**src/hw/adcs_pkg.sv**
```systemverilog
// adcs_pkg: constants, codes and decode functions of the converter control block
// Operation
// [RQ1] input select 0000, 0100, 1100-1111 routes the chosen external pin
// [RQ2] input select 0001-0011 and 0101-0111 choose an internal signal
// [RQ3] internal signal selected: every external pin switch is open
// [RQ4] channel 0000, 0001, 0011-1000 map to pins 0, 1, 3-8
// [RQ5] channel 0010 and 1001-1111 connect no pin, input floats
// [RQ6] codes 0001, 0010, 0011 give supply, supply/2, supply/4
// [RQ7] codes 0101, 0110, 0111 give amplifier output, /2, /4
// [RQ8] input select 10xx grounds the converter input
// [RQ9] per-pin function bits choose analog input or other function anytime
// [RQ10] analog pin: all other pin functions disabled
// [RQ11] analog pin: register-enabled pull-high is disconnected
// [RQ12] analog pin: port direction setting is overridden
// [RQ13] software starts a conversion with a start pulse high then low
// [RQ14] busy set once conversion starts, cleared when it completes
// [RQ15] completion sets request flag and raises interrupt when enabled
// [RQ16] with interrupt disabled software may poll busy instead
// [RQ17] conversion clock is system clock divided by two to the select
// [RQ18] software keeps conversion clock period within 0.5 to 10 us
// [RQ19] converter stays powered down unless the enable bit is high
// [RQ20] software waits a settling delay after enabling before starting
// [RQ21] software should clear enable when no conversions are needed
// [RQ22] a conversion takes 4 sampling plus 12 converting clock periods
// [RQ23] result left-justified with format 0, right-justified with format 1
// [RQ24] result registers keep their contents while converter is disabled
// [RQ25] converter held in reset while start high, begins on its fall
package adcs_pkg;

    localparam int ADDR_W   = 5;
    localparam int DATA_W   = 32;
    localparam int NUM_PINS = 9;
    localparam int RES_W    = 12;
    localparam int DIV_W    = 7;
    localparam int CNT_W    = 4;

    // ****************************************************************
    // register map, byte addresses
    // ****************************************************************
    localparam logic [ADDR_W-1:0] OFS_CTRL0   = 5'h00;
    localparam logic [ADDR_W-1:0] OFS_CTRL1   = 5'h04;
    localparam logic [ADDR_W-1:0] OFS_RES_HI  = 5'h08;
    localparam logic [ADDR_W-1:0] OFS_RES_LO  = 5'h0C;
    localparam logic [ADDR_W-1:0] OFS_PIN_LO  = 5'h10;
    localparam logic [ADDR_W-1:0] OFS_PIN_HI  = 5'h14;
    localparam logic [ADDR_W-1:0] OFS_IRQ     = 5'h18;

    // ****************************************************************
    // field positions and reset values
    // ****************************************************************
    localparam int C0_START   = 7;
    localparam int C0_BUSY    = 6;
    localparam int C0_PWR     = 5;
    localparam int C0_FMT     = 4;
    localparam int C0_CH_LSB  = 0;
    localparam int C1_SIG_LSB = 4;
    localparam int C1_DIV_LSB = 0;
    localparam int IRQ_FLAG   = 0;
    localparam int IRQ_EN     = 1;

    localparam logic [3:0]          RST_NIBBLE = 4'h0;
    localparam logic [2:0]          RST_DIV    = 3'h0;
    localparam logic [NUM_PINS-1:0] RST_PINS   = 9'h000;
    localparam logic [7:0]          RST_BYTE   = 8'h00;
    localparam logic [DATA_W-1:0]   RD_ZERO    = 32'h0000_0000;

    // ****************************************************************
    // conversion timing in conversion clock periods
    // ****************************************************************
    localparam logic [CNT_W-1:0] SAMPLE_LAST = 4'h3;
    localparam logic [CNT_W-1:0] CONV_LAST   = 4'hF;
    localparam logic [CNT_W-1:0] CNT_ONE     = 4'h1;
    localparam logic [CNT_W-1:0] CNT_ZERO    = 4'h0;
    localparam logic [DIV_W-1:0] DIV_ONE     = 7'h01;
    localparam logic [DIV_W-1:0] DIV_ZERO    = 7'h00;

    typedef enum logic [2:0] {
        SRC_EXT    = 3'b000,
        SRC_CONVERTER_SUPPLY_VOLTAGE   = 3'b001,
        SRC_CONVERTER_SUPPLY_VOLTAGE_2 = 3'b010,
        SRC_CONVERTER_SUPPLY_VOLTAGE_4 = 3'b011,
        SRC_GND    = 3'b100,
        SRC_VVR    = 3'b101,
        SRC_VVR_2  = 3'b110,
        SRC_VVR_4  = 3'b111
    } adcs_src_t;

    typedef enum logic [1:0] {
        ST_IDLE    = 2'b00,
        ST_ARM     = 2'b01,
        ST_SAMPLE  = 2'b10,
        ST_CONVERT = 2'b11
    } adcs_state_t;

    // input select code to analog source
    function automatic adcs_src_t decode_src(input logic [3:0] sel);
        case (sel)
            4'h1:    decode_src = SRC_CONVERTER_SUPPLY_VOLTAGE;   // RQ6
            4'h2:    decode_src = SRC_CONVERTER_SUPPLY_VOLTAGE_2; // RQ6
            4'h3:    decode_src = SRC_CONVERTER_SUPPLY_VOLTAGE_4; // RQ6
            4'h5:    decode_src = SRC_VVR;    // RQ7
            4'h6:    decode_src = SRC_VVR_2;  // RQ7
            4'h7:    decode_src = SRC_VVR_4;  // RQ7
            4'h8,
            4'h9,
            4'hA,
            4'hB:    decode_src = SRC_GND;    // RQ8
            default: decode_src = SRC_EXT;    // RQ1
        endcase
    endfunction

    // channel code to one-hot pin switch, zero means floating
    function automatic logic [NUM_PINS-1:0] decode_pin(input logic [3:0] ch);
        case (ch)
            4'h0:    decode_pin = 9'h001; // RQ4
            4'h1:    decode_pin = 9'h002; // RQ4
            4'h3:    decode_pin = 9'h008; // RQ4
            4'h4:    decode_pin = 9'h010; // RQ4
            4'h5:    decode_pin = 9'h020; // RQ4
            4'h6:    decode_pin = 9'h040; // RQ4
            4'h7:    decode_pin = 9'h080; // RQ4
            4'h8:    decode_pin = 9'h100; // RQ4
            default: decode_pin = 9'h000; // RQ5
        endcase
    endfunction

    // divide by two to the select: terminal count of the prescaler
    function automatic logic [DIV_W-1:0] div_last(input logic [2:0] sel);
        div_last = DIV_W'((DIV_ONE << sel) - DIV_ONE); // RQ17
    endfunction

endpackage

```
**src/hw/adcs_clk_div.sv**
```systemverilog
// adcs_clk_div: conversion clock tick from the system clock
`timescale 1ns/1ps
module adcs_clk_div
    import adcs_pkg::*;
(
    input  wire logic        ref_clk_i,
    input  wire logic        rst_b_i,
    input  wire logic        run_i,
    input  wire logic [2:0]  div_sel_i,
    output logic             tick_o
);

    logic [DIV_W-1:0] count;
    wire              wrap = (count >= div_last(div_sel_i)); // RQ17

    // ****************************************************************
    // prescaler, cleared while idle so each conversion starts aligned
    // ****************************************************************
    always_ff @(posedge ref_clk_i or negedge rst_b_i) begin
        if (!rst_b_i) begin
            count  <= DIV_ZERO;
            tick_o <= 1'b0;
        end else if (!run_i) begin
            count  <= DIV_ZERO;
            tick_o <= 1'b0;
        end else begin
            count  <= wrap ? DIV_ZERO : DIV_W'(count + DIV_ONE);
            tick_o <= wrap;
        end
    end

endmodule

```
**src/hw/adcs_top.sv**
```systemverilog
// adcs_top: input select, pin override and conversion sequencer with Avalon-MM slave
`timescale 1ns/1ps
module adcs_top
(
    input  wire logic                          ref_clk_i,
    input  wire logic                          rst_b_i,
    // register bus
    input  wire logic [adcs_pkg::ADDR_W-1:0]   avs_address_i,
    input  wire logic                          avs_read_i,
    input  wire logic                          avs_write_i,
    input  wire logic [adcs_pkg::DATA_W-1:0]   avs_writedata_i,
    output logic      [adcs_pkg::DATA_W-1:0]   avs_readdata_o,
    output logic                               avs_waitrequest_o,
    // port settings made elsewhere
    input  wire logic [adcs_pkg::NUM_PINS-1:0] port_dir_out_i,
    input  wire logic [adcs_pkg::NUM_PINS-1:0] port_pullup_i,
    // converter core
    input  wire logic [adcs_pkg::RES_W-1:0]    core_result_i,
    output logic                               adc_power_o,
    output logic                               core_reset_o,
    output logic                               core_sample_o,
    output logic                               core_conv_clk_o,
    output adcs_pkg::adcs_src_t                mux_src_o,
    output logic      [adcs_pkg::NUM_PINS-1:0] mux_ext_pin_o,
    // pad control
    output logic      [adcs_pkg::NUM_PINS-1:0] pin_analog_o,
    output logic      [adcs_pkg::NUM_PINS-1:0] pin_alt_en_o,
    output logic      [adcs_pkg::NUM_PINS-1:0] pin_gpio_en_o,
    output logic      [adcs_pkg::NUM_PINS-1:0] pin_pullup_en_o,
    output logic      [adcs_pkg::NUM_PINS-1:0] pin_oe_b_o,
    // interrupt request
    output logic                               adc_irq_o
);

    import adcs_pkg::*;

    // ********************************
    // register state
    // ********************************
    logic                start_bit;
    logic                power_enable;
    logic                result_format_select;
    logic [3:0]          external_channel_select;
    logic [3:0]          input_signal_select;
    logic [2:0]          conversion_clock_divider_select;
    logic [NUM_PINS-1:0] pin_function_select_lo;
    logic [NUM_PINS-1:0] pin_function_select_hi;
    logic [7:0]          result_high_byte;
    logic [7:0]          result_low_byte;
    logic                irq_flag;
    logic                irq_enable;
    logic                conversion_busy_flag;

    adcs_state_t         state;
    adcs_state_t         next_state;
    logic [CNT_W-1:0]    tick_count;
    logic [CNT_W-1:0]    next_tick_count;
    logic                conv_tick;
    logic                wait_q;

    // ********************************
    // bus decode
    // ********************************
    wire        wr_take   = avs_write_i && !wait_q;
    wire        rd_early  = avs_read_i && wait_q;
    wire        hit_ctrl0 = (avs_address_i == OFS_CTRL0);
    wire        hit_ctrl1 = (avs_address_i == OFS_CTRL1);
    wire        hit_reshi = (avs_address_i == OFS_RES_HI);
    wire        hit_reslo = (avs_address_i == OFS_RES_LO);
    wire        hit_pinlo = (avs_address_i == OFS_PIN_LO);
    wire        hit_pinhi = (avs_address_i == OFS_PIN_HI);
    wire        hit_irq   = (avs_address_i == OFS_IRQ);
    wire        wr_ctrl0  = wr_take && hit_ctrl0;
    wire        wr_ctrl1  = wr_take && hit_ctrl1;
    wire        wr_pinlo  = wr_take && hit_pinlo;
    wire        wr_pinhi  = wr_take && hit_pinhi;
    wire        wr_irq    = wr_take && hit_irq;
    wire        wd_start  = avs_writedata_i[C0_START];
    wire        start_set = wr_ctrl0 && wd_start;
    wire        start_end = wr_ctrl0 && !wd_start && start_bit;

    wire [7:0]  ctrl0_rd  = {start_bit, conversion_busy_flag, power_enable,
                             result_format_select, external_channel_select};
    wire [7:0]  ctrl1_rd  = {input_signal_select, 1'b0, conversion_clock_divider_select};
    wire [1:0]  irq_rd    = {irq_enable, irq_flag};

    wire [DATA_W-1:0] rd_word =
        hit_ctrl0 ? DATA_W'(ctrl0_rd) :
        hit_ctrl1 ? DATA_W'(ctrl1_rd) :
        hit_reshi ? DATA_W'(result_high_byte) :
        hit_reslo ? DATA_W'(result_low_byte) :
        hit_pinlo ? DATA_W'(pin_function_select_lo) :
        hit_pinhi ? DATA_W'(pin_function_select_hi) :
        hit_irq   ? DATA_W'(irq_rd) :
                    RD_ZERO;

    // ********************************
    // sequencer decode
    // ********************************
    wire        last_tick = conv_tick && (tick_count == CONV_LAST);
    wire        conv_done = (state == ST_CONVERT) && last_tick && power_enable
                            && !start_set;
    wire [RES_W-1:0] res  = core_result_i;
    wire [7:0]  fmt_hi    = result_format_select ? {4'h0, res[11:8]} : res[11:4];
    wire [7:0]  fmt_lo    = result_format_select ? res[7:0] : {res[3:0], 4'h0};

    // ********************************
    // analog input select and pin override decode
    // ********************************
    wire adcs_src_t      src_dec = decode_src(input_signal_select);
    wire [NUM_PINS-1:0]  ext_dec = (src_dec == SRC_EXT) ?
                                   decode_pin(external_channel_select) : // RQ1
                                   RST_PINS;                             // RQ3
    wire [NUM_PINS-1:0]  analog  = pin_function_select_lo;               // RQ9
    wire [NUM_PINS-1:0]  alt_dec = ~analog & pin_function_select_hi;     // RQ10
    wire [NUM_PINS-1:0]  gpio_dec = ~analog & ~pin_function_select_hi;   // RQ10
    wire [NUM_PINS-1:0]  pull_dec = ~analog & port_pullup_i;             // RQ11
    wire [NUM_PINS-1:0]  oe_b_dec = analog | ~port_dir_out_i;            // RQ12

    // ********************************
    // sequencer next state
    // ********************************
    always_comb begin
        next_state      = state;
        next_tick_count = tick_count;
        case (state)
            ST_IDLE: begin
                next_tick_count = CNT_ZERO;
                if (start_set) begin
                    next_state = ST_ARM; // RQ25
                end
            end
            ST_ARM: begin
                next_tick_count = CNT_ZERO;
                if (start_end) begin
                    next_state = power_enable ? ST_SAMPLE : ST_IDLE; // RQ25
                end
            end
            ST_SAMPLE: begin
                if (start_set) begin
                    next_state = ST_ARM;
                end else if (!power_enable) begin
                    next_state = ST_IDLE; // RQ19
                end else if (conv_tick) begin
                    next_tick_count = CNT_W'(tick_count + CNT_ONE);
                    if (tick_count == SAMPLE_LAST) begin
                        next_state = ST_CONVERT; // RQ22
                    end
                end
            end
            ST_CONVERT: begin
                if (start_set) begin
                    next_state = ST_ARM;
                end else if (!power_enable) begin
                    next_state = ST_IDLE; // RQ19
                end else if (conv_tick) begin
                    next_tick_count = CNT_W'(tick_count + CNT_ONE);
                    if (last_tick) begin
                        next_state = ST_IDLE; // RQ22
                    end
                end
            end
            default: begin
                next_state      = ST_IDLE;
                next_tick_count = CNT_ZERO;
            end
        endcase
    end

    wire next_running = (next_state == ST_SAMPLE) || (next_state == ST_CONVERT);

    // ********************************
    // conversion clock
    // ********************************
    adcs_clk_div u_clk_div (
        .ref_clk_i (ref_clk_i),
        .rst_b_i   (rst_b_i),
        .run_i     (next_running),
        .div_sel_i (conversion_clock_divider_select),
        .tick_o    (conv_tick)
    );

    // ********************************
    // bus handshake: one wait state on every access
    // ********************************
    always_ff @(posedge ref_clk_i or negedge rst_b_i) begin
        if (!rst_b_i) begin
            wait_q         <= 1'b1;
            avs_readdata_o <= RD_ZERO;
        end else begin
            wait_q <= !((avs_read_i || avs_write_i) && wait_q);
            if (rd_early) begin
                avs_readdata_o <= rd_word;
            end
        end
    end

    assign avs_waitrequest_o = wait_q;

    // ********************************
    // control registers
    // ********************************
    always_ff @(posedge ref_clk_i or negedge rst_b_i) begin
        if (!rst_b_i) begin
            start_bit               <= 1'b0;
            power_enable            <= 1'b0;
            result_format_select    <= 1'b0;
            external_channel_select <= RST_NIBBLE;
        end else if (wr_ctrl0) begin
            start_bit               <= wd_start; // RQ13
            power_enable            <= avs_writedata_i[C0_PWR];
            result_format_select    <= avs_writedata_i[C0_FMT];
            external_channel_select <= avs_writedata_i[C0_CH_LSB +: 4];
        end
    end

    always_ff @(posedge ref_clk_i or negedge rst_b_i) begin
        if (!rst_b_i) begin
            input_signal_select             <= RST_NIBBLE;
            conversion_clock_divider_select <= RST_DIV;
        end else if (wr_ctrl1) begin
            input_signal_select             <= avs_writedata_i[C1_SIG_LSB +: 4];
            conversion_clock_divider_select <= avs_writedata_i[C1_DIV_LSB +: 3];
        end
    end

    always_ff @(posedge ref_clk_i or negedge rst_b_i) begin
        if (!rst_b_i) begin
            pin_function_select_lo <= RST_PINS;
            pin_function_select_hi <= RST_PINS;
        end else begin
            if (wr_pinlo) begin
                pin_function_select_lo <= avs_writedata_i[NUM_PINS-1:0]; // RQ9
            end
            if (wr_pinhi) begin
                pin_function_select_hi <= avs_writedata_i[NUM_PINS-1:0];
            end
        end
    end

    // ********************************
    // interrupt request: completion beats a same-cycle clear
    // ********************************
    always_ff @(posedge ref_clk_i or negedge rst_b_i) begin
        if (!rst_b_i) begin
            irq_flag   <= 1'b0;
            irq_enable <= 1'b0;
            adc_irq_o  <= 1'b0;
        end else begin
            if (conv_done) begin
                irq_flag <= 1'b1; // RQ15
            end else if (wr_irq && avs_writedata_i[IRQ_FLAG]) begin
                irq_flag <= 1'b0;
            end
            if (wr_irq) begin
                irq_enable <= avs_writedata_i[IRQ_EN];
            end
            adc_irq_o <= (irq_flag || conv_done) && irq_enable; // RQ15
        end
    end

    // ********************************
    // sequencer and result
    // ********************************
    always_ff @(posedge ref_clk_i or negedge rst_b_i) begin
        if (!rst_b_i) begin
            state                <= ST_IDLE;
            tick_count           <= CNT_ZERO;
            conversion_busy_flag <= 1'b0;
            core_reset_o         <= 1'b0;
            core_sample_o        <= 1'b0;
        end else begin
            state                <= next_state;
            tick_count           <= next_tick_count;
            conversion_busy_flag <= next_running;              // RQ14
            core_reset_o         <= (next_state == ST_ARM);    // RQ25
            core_sample_o        <= (next_state == ST_SAMPLE); // RQ22
        end
    end

    always_ff @(posedge ref_clk_i or negedge rst_b_i) begin
        if (!rst_b_i) begin
            result_high_byte <= RST_BYTE;
            result_low_byte  <= RST_BYTE;
        end else if (conv_done) begin
            result_high_byte <= fmt_hi; // RQ23 RQ24
            result_low_byte  <= fmt_lo; // RQ23
        end
    end

    // ********************************
    // registered analog and pad controls
    // ********************************
    always_ff @(posedge ref_clk_i or negedge rst_b_i) begin
        if (!rst_b_i) begin
            adc_power_o     <= 1'b0;
            core_conv_clk_o <= 1'b0;
            mux_src_o       <= SRC_EXT;
            mux_ext_pin_o   <= RST_PINS;
            pin_analog_o    <= RST_PINS;
            pin_alt_en_o    <= RST_PINS;
            pin_gpio_en_o   <= ~RST_PINS;
            pin_pullup_en_o <= RST_PINS;
            pin_oe_b_o      <= ~RST_PINS;
        end else begin
            adc_power_o     <= power_enable; // RQ19
            core_conv_clk_o <= conv_tick;    // RQ17
            mux_src_o       <= src_dec;      // RQ2
            mux_ext_pin_o   <= ext_dec;      // RQ3 RQ5
            pin_analog_o    <= analog;
            pin_alt_en_o    <= alt_dec;      // RQ10
            pin_gpio_en_o   <= gpio_dec;     // RQ10
            pin_pullup_en_o <= pull_dec;     // RQ11
            pin_oe_b_o      <= oe_b_dec;     // RQ12
        end
    end

endmodule

```
**config.mk**
```make
export PLATFORM = sky130hd
export DESIGN_NAME = adcs_top
export DESIGN_NICKNAME = d
export VERILOG_FILES = /design/src/hw/adcs_pkg.sv /design/src/hw/adcs_clk_div.sv /design/src/hw/adcs_top.sv
export SDC_FILE = /design/constraint.sdc
export NUM_CORES = 1
export LEC_CHECK = 0
export ABC_AREA = 1
export BUFFER_PORTS_ARGS = -buffer_cell sky130_fd_sc_hd__buf_2
export CAP_MARGIN = 20
export CORE_AREA = 5 5 128 130
export CTS_CLUSTER_DIAMETER = 200
export DETAILED_ROUTE_END_ITERATION = 8
export DIE_AREA = 0 0 133 135
export GPL_ROUTABILITY_DRIVEN = 0
export PLACE_DENSITY = 0.67
export SLEW_MARGIN = 25
export SYNTH_ARGS = -nofsm -noshare
export SYNTH_HDL_FRONTEND = slang
export SYNTH_SLANG_ARGS = --single-unit
```
**constraint.sdc**
```tcl
create_clock -name ref_clk_i -period 4.2 [get_ports ref_clk_i]
set_input_delay 0 -clock ref_clk_i [delete_from_list [all_inputs] [get_ports ref_clk_i]]
set_output_delay 0 -clock ref_clk_i [all_outputs]
set_load 0.005 [all_outputs]
```
### Yosys cells after proc, flatten, opt, wreduce, memory -nomap -nowiden

Memories as Yosys holds them, arrays and structs flattened.
Cells that the tools add are included.

| operators by class | value |
|---|---|
| multiplexer cells | 31 |
| shifts and indexed selects | 1 |
| add/subtract/negate cells | 3 |
| order comparisons | 1 |
| reductions and logical operators | 31 |
| bitwise logic cells | 7 |
| equality and inequality tests | 17 |

Operators by type and width:

| cell | number |
|---|---|
| 9-bit two-way mux | 7 |
| 9-bit bitwise AND | 3 |
| 9-bit inverter | 3 |
| 2-bit two-way mux | 12 |
| 1-bit logical AND | 17 |
| 8-bit two-way mux | 2 |
| 5-bit equality test, second input constant | 3 |
| 7-bit two-way mux | 2 |
| 4-bit two-way mux | 3 |
| 5-bit by 4-bit equality test with 1-bit output, second input constant | 2 |
| 9-bit bitwise OR | 1 |
| 2-bit equality test, second input constant | 4 |
| 2-bit case mux with 4 select lines | 1 |
| 4-bit case mux with 2 select lines | 1 |
| 7-bit by 1-bit adder with 7-bit output, second input constant | 1 |
| 7-bit greater-or-equal comparator | 1 |
| 1-bit by 3-bit << shifter with 7-bit output, first input constant | 1 |
| 7-bit by 1-bit subtractor with 7-bit output, second input constant | 1 |
| 5-bit by 3-bit equality test with 1-bit output, second input constant | 1 |
| 5-bit logical NOT | 1 |
| 4-bit by 1-bit adder with 4-bit output, second input constant | 1 |
| 2-bit by 1-bit equality test with 1-bit output, second input constant | 2 |
| 4-bit by 2-bit equality test with 1-bit output, second input constant | 1 |
| 4-bit equality test, second input constant | 1 |
| other kinds (10) | 19 |

| storage, ports and cells | value |
|---|---|
| input port bits | 71 |
| output and inout bits | 95 |
| memories | 2 |
| logic and storage cells | 124 |
| register bits | 160 |
| memory bits (read-only) | 176 |

Memory list:

| memory | words | width | read ports | clocked after memory_dff | wr ports | line | text |
|---|---|---|---|---|---|---|---|
| (no name shown) | 16 | 8 | 1 | 0 | 0 | adcs_pkg.sv:114 | `case (ch)` |
| (no name shown) | 16 | 3 | 1 | 0 | 0 | adcs_pkg.sv:97 | `case (sel)` |

### Logic depth before layout (Yosys ltp)

Gate-level depths: netlist (run 1).

| depth | value |
|---|---|
| word-level depth | 10 |
| depth in mapped cells | 10 |

### Cells and area by module

Synthesis (run 1) repeated with hierarchy kept, for this count alone.

| second synthesis, totals | value |
|---|---|
| cells, all modules | 659 |
| area total of the unflattened synthesis | 5916.9 um^2 |

Modules (own cells, without submodules):

| module | times used | cells each | sequential area each (um^2) | area each (um^2) |
|---|---|---|---|---|
| adcs_top | 1 | 576 | 3201.8 | 5311.3 |
| adcs_clk_div | 1 | 83 | 200.2 | 605.6 |

### Least setup slack after synthesis (run 1)

OpenSTA, ideal clock, no wires.

| timing path | value |
|---|---|
| path type | register to register |
| start | reg conversion_clock_divider_select[2] |
| end | reg u_clk_div.count[3] |
| arrival | 1.734 ns |
| slack | 2.396 ns |
| library setup time | 0.070 ns |
| cell stages (with the launch flop) | 10 |
| clock period less this slack | 1.804 ns |
| cells stage by stage | dfrtp_1 clkbuf_1 o21ai_0 ha_1 a21oi_1 o21a_1 nand2_1 nor2_1 nand3b_1 nor2_2 |

| on the way | value |
|---|---|
| cells in the longest elaborated chain, start to end | 5 |

RTL lines:

| element | line | text |
|---|---|---|
| from (decl) | adcs_top.sv:45 | `logic [2:0] conversion_clock_divider_select;` |
| from (signal assigned) | adcs_top.sv:223 | `conversion_clock_divider_select <= avs_writedata_i[C1_DIV_LSB +: 3];` |
| 1-bit by 3-bit << shifter with 7-bit output | adcs_pkg.sv:129 | `div_last = DIV_W'((DIV_ONE << sel) - DIV_ONE);` |
| 7-bit by 1-bit subtractor with 7-bit output | adcs_pkg.sv:129 |  |
| 7-bit greater-or-equal comparator | adcs_clk_div.sv:14 | `wire wrap = (count >= div_last(div_sel_i));` |
| 7-bit two-way mux | adcs_clk_div.sv:27 | `count <= wrap ? DIV_ZERO : DIV_W'(count + DIV_ONE);` |
| 7-bit two-way mux | adcs_clk_div.sv:23 | `end else if (!run_i) begin` |
| to (signal assigned) | adcs_clk_div.sv:27 |  |
| to (decl) | adcs_clk_div.sv:13 | `logic [DIV_W-1:0] count;` |

No other way between the ends.
A chain may end at the register's enable or synchronous reset.

### Worst setup path in the final report (run 1)

| timing path | value |
|---|---|
| start | reg conversion_clock_divider_select[2] |
| end | reg u_clk_div.count[0] |

The elaborated chain is that of the path after synthesis.

==> reports/qor.yml, run 1 <==
status:
  outcome: "complete, no violations"
timing:
  min_period_over_period_pct: 49.7
  hold_viol_final: 0
  finalMaxSlewViolations: 0
  finClkSkew_ns: 0.00758
  clock.fmax_mhz: 479
  tightest_slew_ns: 0.795
  setup_viol: 0
  maxSlewHeadroom_pct: 47.0
  setup_tns_ns: 0
  timing.final.crit_period_ns: 2.09
  grt_setup_unrepaired: "no"
worst_setup_path:
  crit_path_start_kind: "register"
  crit_top_cell: "nand2_1"
  crit_required_ns: 4.54
  cp_max_fo: 8
  worstRegToRegCells: 8
  cpPeakStageDelay_ns: 0.50
  cp_slowest_cell: "dfrtp_1"
  cp_top_family: "simple AND/OR/NAND/NOR gates"
  cp_num_buf_inv: 0
  worstPathArrival_ns: 2.43
  crit_cells: 8
  criticalPathCategory: "reg -> reg"
  worstPathCellList: "o21ai_0, ha_1, a21oi_1, o21a_1, nand2_1, nor2_1, nand2_1, nor2_2"
  endpoint_kind: "register"
floorplan:
  io_pins: 166
  die_area_sq_mm: 0.0180
  start_util_pct: 39.3
  core-area_sq_mm: 0.0150
  die_h_um: 135
  num_rows: 45
  die_w_um: 133
routing:
  wl_per_cell_um: 13.8
  drt-initial-drc-count: 261
  vias: 4511
  ant_nets: 0
  first_pass_iters: 4
  drcViolationCount: 0
  totalWireLength_mm: 13.7
  viasPerCell: 4.54
clock_tree:
  h-tree-depth: 4
  cts_sinks: 136
  clock_latency_ns: 0.41
  cts_tree: "yes"
  max-clock-path-buffers: 2
  cts_root_buffer: "clkbuf_16"
  cts_resized: 0
  clk_pin_slew_ns: 0.06
  cts-buffers-inserted: 17
yosys:
  yosysUniqueCellTypes: 35
  seq_area_frac_synth_pct: 58.0
  synth_area_sq_mm: 0.00590
  yosys_warnings: 0
  ys_seq_elements: 136
  netlist_instances: 627
  syn_area_per_cell_sq_um: 9.42
global_routing:
  grt_usage_pct: 16.0
  antenna_found_initial: 0
  grt_pass1_wl_mm: 22.7
  grt_max_degree: 106
  grt.overflow.total: 0
  first_global_vias: 4458
placement:
  dp.cells: 920
  dp_hpwl_mm: 9.69
  io_buffer_count: 118
finish:
  nets: 873
  syn2layout_area_growth_pct: 27.7
  drive_gt1_share_pct: 25.3
  diodes: 0
  final_cells: 994
worst_hold_path:
  hold_depth: 4
  hp-class: "in -> reg"
run:
  cap_violations: 0
pwr:
  power_density_mw_per_mm2: 448
  p_leak_nw: 3.88
  vdd_ir_drop_max_v: 0.000282
## per-stage QoR
| stage | util, % | area (sq um) | hold WS [ns] | worst slack (ns) | total power [mW] |
|---|---|---|---|---|---|
| after floorplan | - | 5990 | -0.296 | 2.40 | 1.79 |
| after global placement | 43.7 | 6570 | 0.126 | 2.18 | 1.99 |
| after detailed placement | 43.7 | 6570 | 0.132 | 2.14 | 2.00 |
| after CTS | 50.1 | 7530 | 0.0169 | 2.10 | 3.41 |
| after global routing | 50.1 | 7540 | 0.0595 | 1.94 | 3.55 |
| final | 50.1 | 7540 | 0.0373 | 2.11 | 3.38 |
## cell type report
cell class	instances	area (sq um)
multi-input cells	404	2030
fillers	1397	7500
well taps	188	235
inverters	73	274
repair buffers	161	1030
flip-flops and latches	136	3430
clock inverters	12	108
clock buffers	20	437
## metal layers
layer	global-route usage [%]	share of wire [%]
met3	4.96	6.8
met2	25.3	46
met5	0	0
met4	5.31	1.3
met1	21.0	46
## cell usage in the layout, fill, tap and decap left out, types with 9 or more instances in the layout
| cell | count |
|---|---|
| conb_1 | 24 |
| dlygate4sd3_1 | 42 |
| a21oi_1 | 12 |
| inv_1 | 69 |
| o21ai_0 | 42 |
| clkbuf_16 | 17 |
| nor2_2 | 12 |
| dfrtp_1 | 117 |
| nand3_1 | 20 |
| nand2_1 | 147 |
| buf_2 | 117 |
| nor2_1 | 66 |
| dfstp_2 | 19 |
| o21ai_2 | 9 |
| nand4_1 | 14 |
| ha_1 | 9 |
## path summary, 6_finish.rpt
check / to / start / slack, ns
setup / recovery: u_clk_div.count[0] / conversion_clock_divider_select[2] / 2.11
hold / removal: irq_enable / avs_address_i[0] / 0.04
setup reg to reg: u_clk_div.count[0] / conversion_clock_divider_select[2] / 2.11
hold reg to reg: core_conv_clk_o / u_clk_div.tick_o / 0.43
max in group asynchronous: pin_gpio_en_o[7] / rst_b_i / 2.99
min in group asynchronous: pin_analog_o[0] / rst_b_i / 0.24
## worst min-delay path: stages
cell	delay (ns)
buf_2	0.13
nor2_8	0.06
nand4_1	0.12
o21ai_0	0.09
## state kept, by name (all words and copies together), names as in the netlist, 2 cells and up
signal,count
analog,9
avs_readdata_o,9
pin_alt_en_o,9
pin_analog_o,9
pin_function_select_hi,9
pin_gpio_en_o,9
pin_oe_b_o,9
pin_pullup_en_o,9
mux_ext_pin_o,8
result_high_byte,8
result_low_byte,8
u_clk_div.count,7
external_channel_select,4
input_signal_select,4
tick_count,4
conversion_clock_divider_select,3
mux_src_o,3
state,2
## cells by family after synthesis
logic type / after synthesis / synth area share (%)
buffers and inverters: 110 / 9.05
DFF: 136 / 58.0
AOI/OAI and AO/OA: 78 / 7.48
other: 1 / 0.0635
xor gates and xnor gates: 5 / 0.742
and+or+nand+nor: 280 / 21.4
adders and majority gates: 9 / 1.91
muxes: 8 / 1.36
## power breakdown
part	switching [mW]	internal (mW)
Sequential	0.0968	1.47
Clock	0.562	0.813
Combinational	0.246	0.189
## synth_stat cells
cell	count	area share, %
nand2_1	147	9.3
dfrtp_1	117	50
inv_1	69	4.4
nor2_1	66	4.2
o21ai_0	42	3.6
buf_4	27	3.4
nand3_1	20	1.7
dfstp_2	19	8.5
nand4_1	14	1.5
a21oi_1	12	1.0
nor2_2	12	1.3
ha_1	9	1.9
o21ai_2	9	1.3
mux2i_1	8	1.4
o21ai_1	8	0.68
buf_2	4	0.34
clkbuf_1	4	0.25
nor2_4	4	0.76
nor3_1	4	0.34
nand2_2	3	0.32
nand2_4	3	0.57
o211ai_1	3	0.38
xor2_1	3	0.45
a21o_1	2	0.25
buf_6	2	0.38
clkinv_1	2	0.13
inv_2	2	0.13
nand3_2	2	0.34
nand3b_1	2	0.25
nor2_8	2	0.68
xnor2_1	2	0.30
a21boi_0	1	0.13
conb_1	1	0.064
nor4_1	1	0.11
o21a_1	1	0.13
## what timing repair did
action                                  4_1_cts  5_1_grt
endpoints found under the hold margin       150        0
endpoints found under the setup margin        0        0
hold buffers                                 42        0
setup buffers                                 0        0
No activity file was read; power rests on OpenSTA's default activity.
==> inputs of run 2 (changes only) <==
==> constraint.sdc (replaced) <==
create_clock -name ref_clk_i -period 2 [get_ports ref_clk_i]
set_input_delay 0 -clock ref_clk_i [delete_from_list [all_inputs] [get_ports ref_clk_i]]
set_output_delay 0 -clock ref_clk_i [all_outputs]
set_load 0.005 [all_outputs]
==> run 2 against run 1 <==
Final area increased by 1.4%. First-iteration DRC count decreased by 0.38%. Final cell count grew 0.70%. Setup slack lost 1.8 ns. Wire length is 0.37% lower.
==> reports/qor.yml, run 2 (same netlist as run 1, synthesis figures left out) <==
finish:
  drive_gt1_share_pct: 26.2  # +0.89 points
  nets: 880  # +0.80%
  multi_input_area_sq_mm: 0.00203  # unchanged
  final_cells: 1001  # +0.70%
  num-fill-cells: 1378  # -1.4%
  final_cell_mix: "nand2_1 (147), dfrtp_1 (117), buf_2 (117), inv_1 (69), nor2_1 (66)"
  layout_commonest_cell: "nand2_1"
  seq_area_sq_mm: 0.00343  # unchanged
  diodes: 0  # unchanged
  syn2layout_area_growth_pct: 29.4
clock_tree:
  cts_root_buffer: "clkbuf_16"
  cts_resized: 0  # unchanged
  clock_latency_ns: 0.41  # about the same
  cts_sinks: 136  # unchanged
  h-tree-depth: 4  # unchanged
  cts_tree: "yes"
  max-clock-path-buffers: 2  # unchanged
  clk_pin_slew_ns: 0.06  # about the same
  cts-buffers-inserted: 17  # unchanged
routing:
  vias: 4552  # +0.91%
  first_pass_iters: 5  # +1
  viasPerCell: 4.55  # +0.20%
  drcViolationCount: 0  # unchanged
  wl_per_cell_um: 13.7  # -1.1%
  totalWireLength_mm: 13.7  # -0.37%
  drt-initial-drc-count: 260  # -0.38%
  ant_nets: 0  # unchanged
worst_setup_path:
  cpPeakStageDelay_ns: 0.48  # -0.02 ns
  r2r-start: "conversion_clock_divider_select[2]"
  crit_required_ns: 2.35  # -2.19 ns
  crit_path_start_kind: "register"
  criticalPathCategory: "reg -> reg"
  crit_top_cell: "nand2_1"
  worstPathCellList: "nand3_1, ha_1, a21oi_1, o21a_1, nand2_1, nor2_1, buf_4, nand2_1, nor2_2"
  cp_max_fo: 8  # unchanged
  cp_slowest_cell: "dfrtp_1"
  cp-startpoint: "conversion_clock_divider_select[2]"
  worstPathArrival_ns: 2.08  # -0.35 ns
  endpoint_kind: "register"
timing:
  tightest_slew_ns: 0.524  # -0.271 ns
  setup_viol: 0  # unchanged
  hold_viol_final: 0  # unchanged
  grt_setup_unrepaired: "no"
  setup_tns_ns: 0  # unchanged
  finalMaxSlewViolations: 0  # unchanged
  min_period_over_period_pct: 86.4  # +37 points
  setup_ws_ns: 0.272  # -1.84 ns
  hold_slack_ns: 0.0301  # -0.00718 ns
  finClkSkew_ns: 0.00837  # +0.000791 ns
  maxSlewHeadroom_pct: 65.1  # +18 points
  clock.fmax_mhz: 579  # +21%
  timing.final.crit_period_ns: 1.73  # -0.359 ns
global_routing:
  grt_max_degree: 56  # -47%
  grt_usage_pct: 15.9  # -0.13 points
  grt_pass1_wl_mm: 22.7  # +0.24%
  grt.overflow.total: 0  # unchanged
  first_global_vias: 4529  # +1.6%
  antenna_found_initial: 0  # unchanged
pwr:
  vdd_ir_drop_max_v: 0.000586  # +110%
  power.switching_mw: 1.91  # +110%
  seqPwrFrac_pct: 45.0  # -1.4 points
  p_leak_nw: 3.93  # +1.4%
  p_comb_share_pct: 13.0  # about the same
  switching_share_pct: 26.2  # -0.63 points
  internal_power_mw: 5.39  # +120%
  power_mw: 7.30  # +120%
  power_density_mw_per_mm2: 955  # +110%
  clockPowerShare_pct: 42.0  # +1.3 points
placement:
  io_buffer_count: 118  # unchanged
  dp_hpwl_mm: 9.96  # +2.8%
  dp_worst_setup_slack_ns: 0.281  # -1.86 ns
  dp.cells: 927  # +0.76%
floorplan:
  die_area_sq_mm: 0.0180  # unchanged
  io_pins: 166  # unchanged
  die_h_um: 135  # unchanged
  core-area_sq_mm: 0.0150  # unchanged
  die_w_um: 133  # unchanged
  start_util_pct: 39.3  # unchanged
  num_rows: 45  # unchanged
run:
  cap_violations: 0  # unchanged
worst_hold_path:
  hp-start: "avs_address_i[0]"
  hp-class: "in -> reg"
status:
  outcome: "complete, no violations"
## run 2: changes by cell type in the layout (fill, tap and decap cells not counted), sizes merged
cell      before  now
bufinv         1    2
clkinvlp       3    4
clkbuf        21   19
inv           72   75
clkinv         9    5
buf          118  126
## run 2: final timing paths
path	end	slack, ns	cells after the start
max in group asynchronous	pin_oe_b_o[7]	1.15	3
worst min register to register	core_conv_clk_o	0.42	0
worst min-delay path	irq_enable	0.03	4
worst max-delay path	u_clk_div.count[1]	0.27	9
min in group asynchronous	pin_pullup_en_o[0]	0.11	2
worst max register to register	u_clk_div.count[1]	0.27	9
## run 2: worst max-delay path, delay by kind of cell, from the launching register on
kind / cells / cell delay (ns)
DFF: 1 / 0.48
and+or+nand+nor: 5 / 0.41
adders and majority gates: 1 / 0.32
AOI/OAI and AO/OA: 2 / 0.28
buffers and inverters: 1 / 0.16
## run 2: per-stage QoR
step / util (%) / cell area (sq um)
global route: 50.8 / 7640
finish: 50.8 / 7640
detailed placement: 44.1 / 6640
floorplan: - / 5990
CTS: 50.8 / 7640
global placement: 44.1 / 6640
## run 2: power groups by stage
| stage | clock [mW] | combinational, mW | sequential [mW] |
|---|---|---|---|
| after floorplan | 0 | 0.468 | 3.30 |
| after global placement | 0 | 0.880 | 3.32 |
| after detailed placement | 0 | 0.893 | 3.32 |
| after CTS | 3.13 | 0.963 | 3.28 |
| after global routing | 3.26 | 1.08 | 3.33 |
| final | 3.07 | 0.950 | 3.28 |
## run 2: routing by layer
layer / vias to the layer above / global-route usage [%] / wire, um
met5: - / 0 / 0
met4: 0 / 5.77 / 301
met3: 20 / 4.21 / 771
met2: 138 / 25.1 / 6250
met1: 2110 / 21.1 / 6370
li1: 2284 / - / -
## run 2: layout make-up
class	instances	share of cell area (%)
Clock buffer	19	5.80
Clock inverter	13	1.88
Inverter	73	3.59
Multi-Input combinational cell	404	26.6
Sequential cell	136	44.8
Tap cell	188	3.08
Timing Repair Buffer	168	14.3
## run 2: timing repair
item / 4_1_cts / 5_1_grt
hold buffers: 42 / 0
endpoints found under the hold margin: 155 / 0
setup buffers: 0 / 0
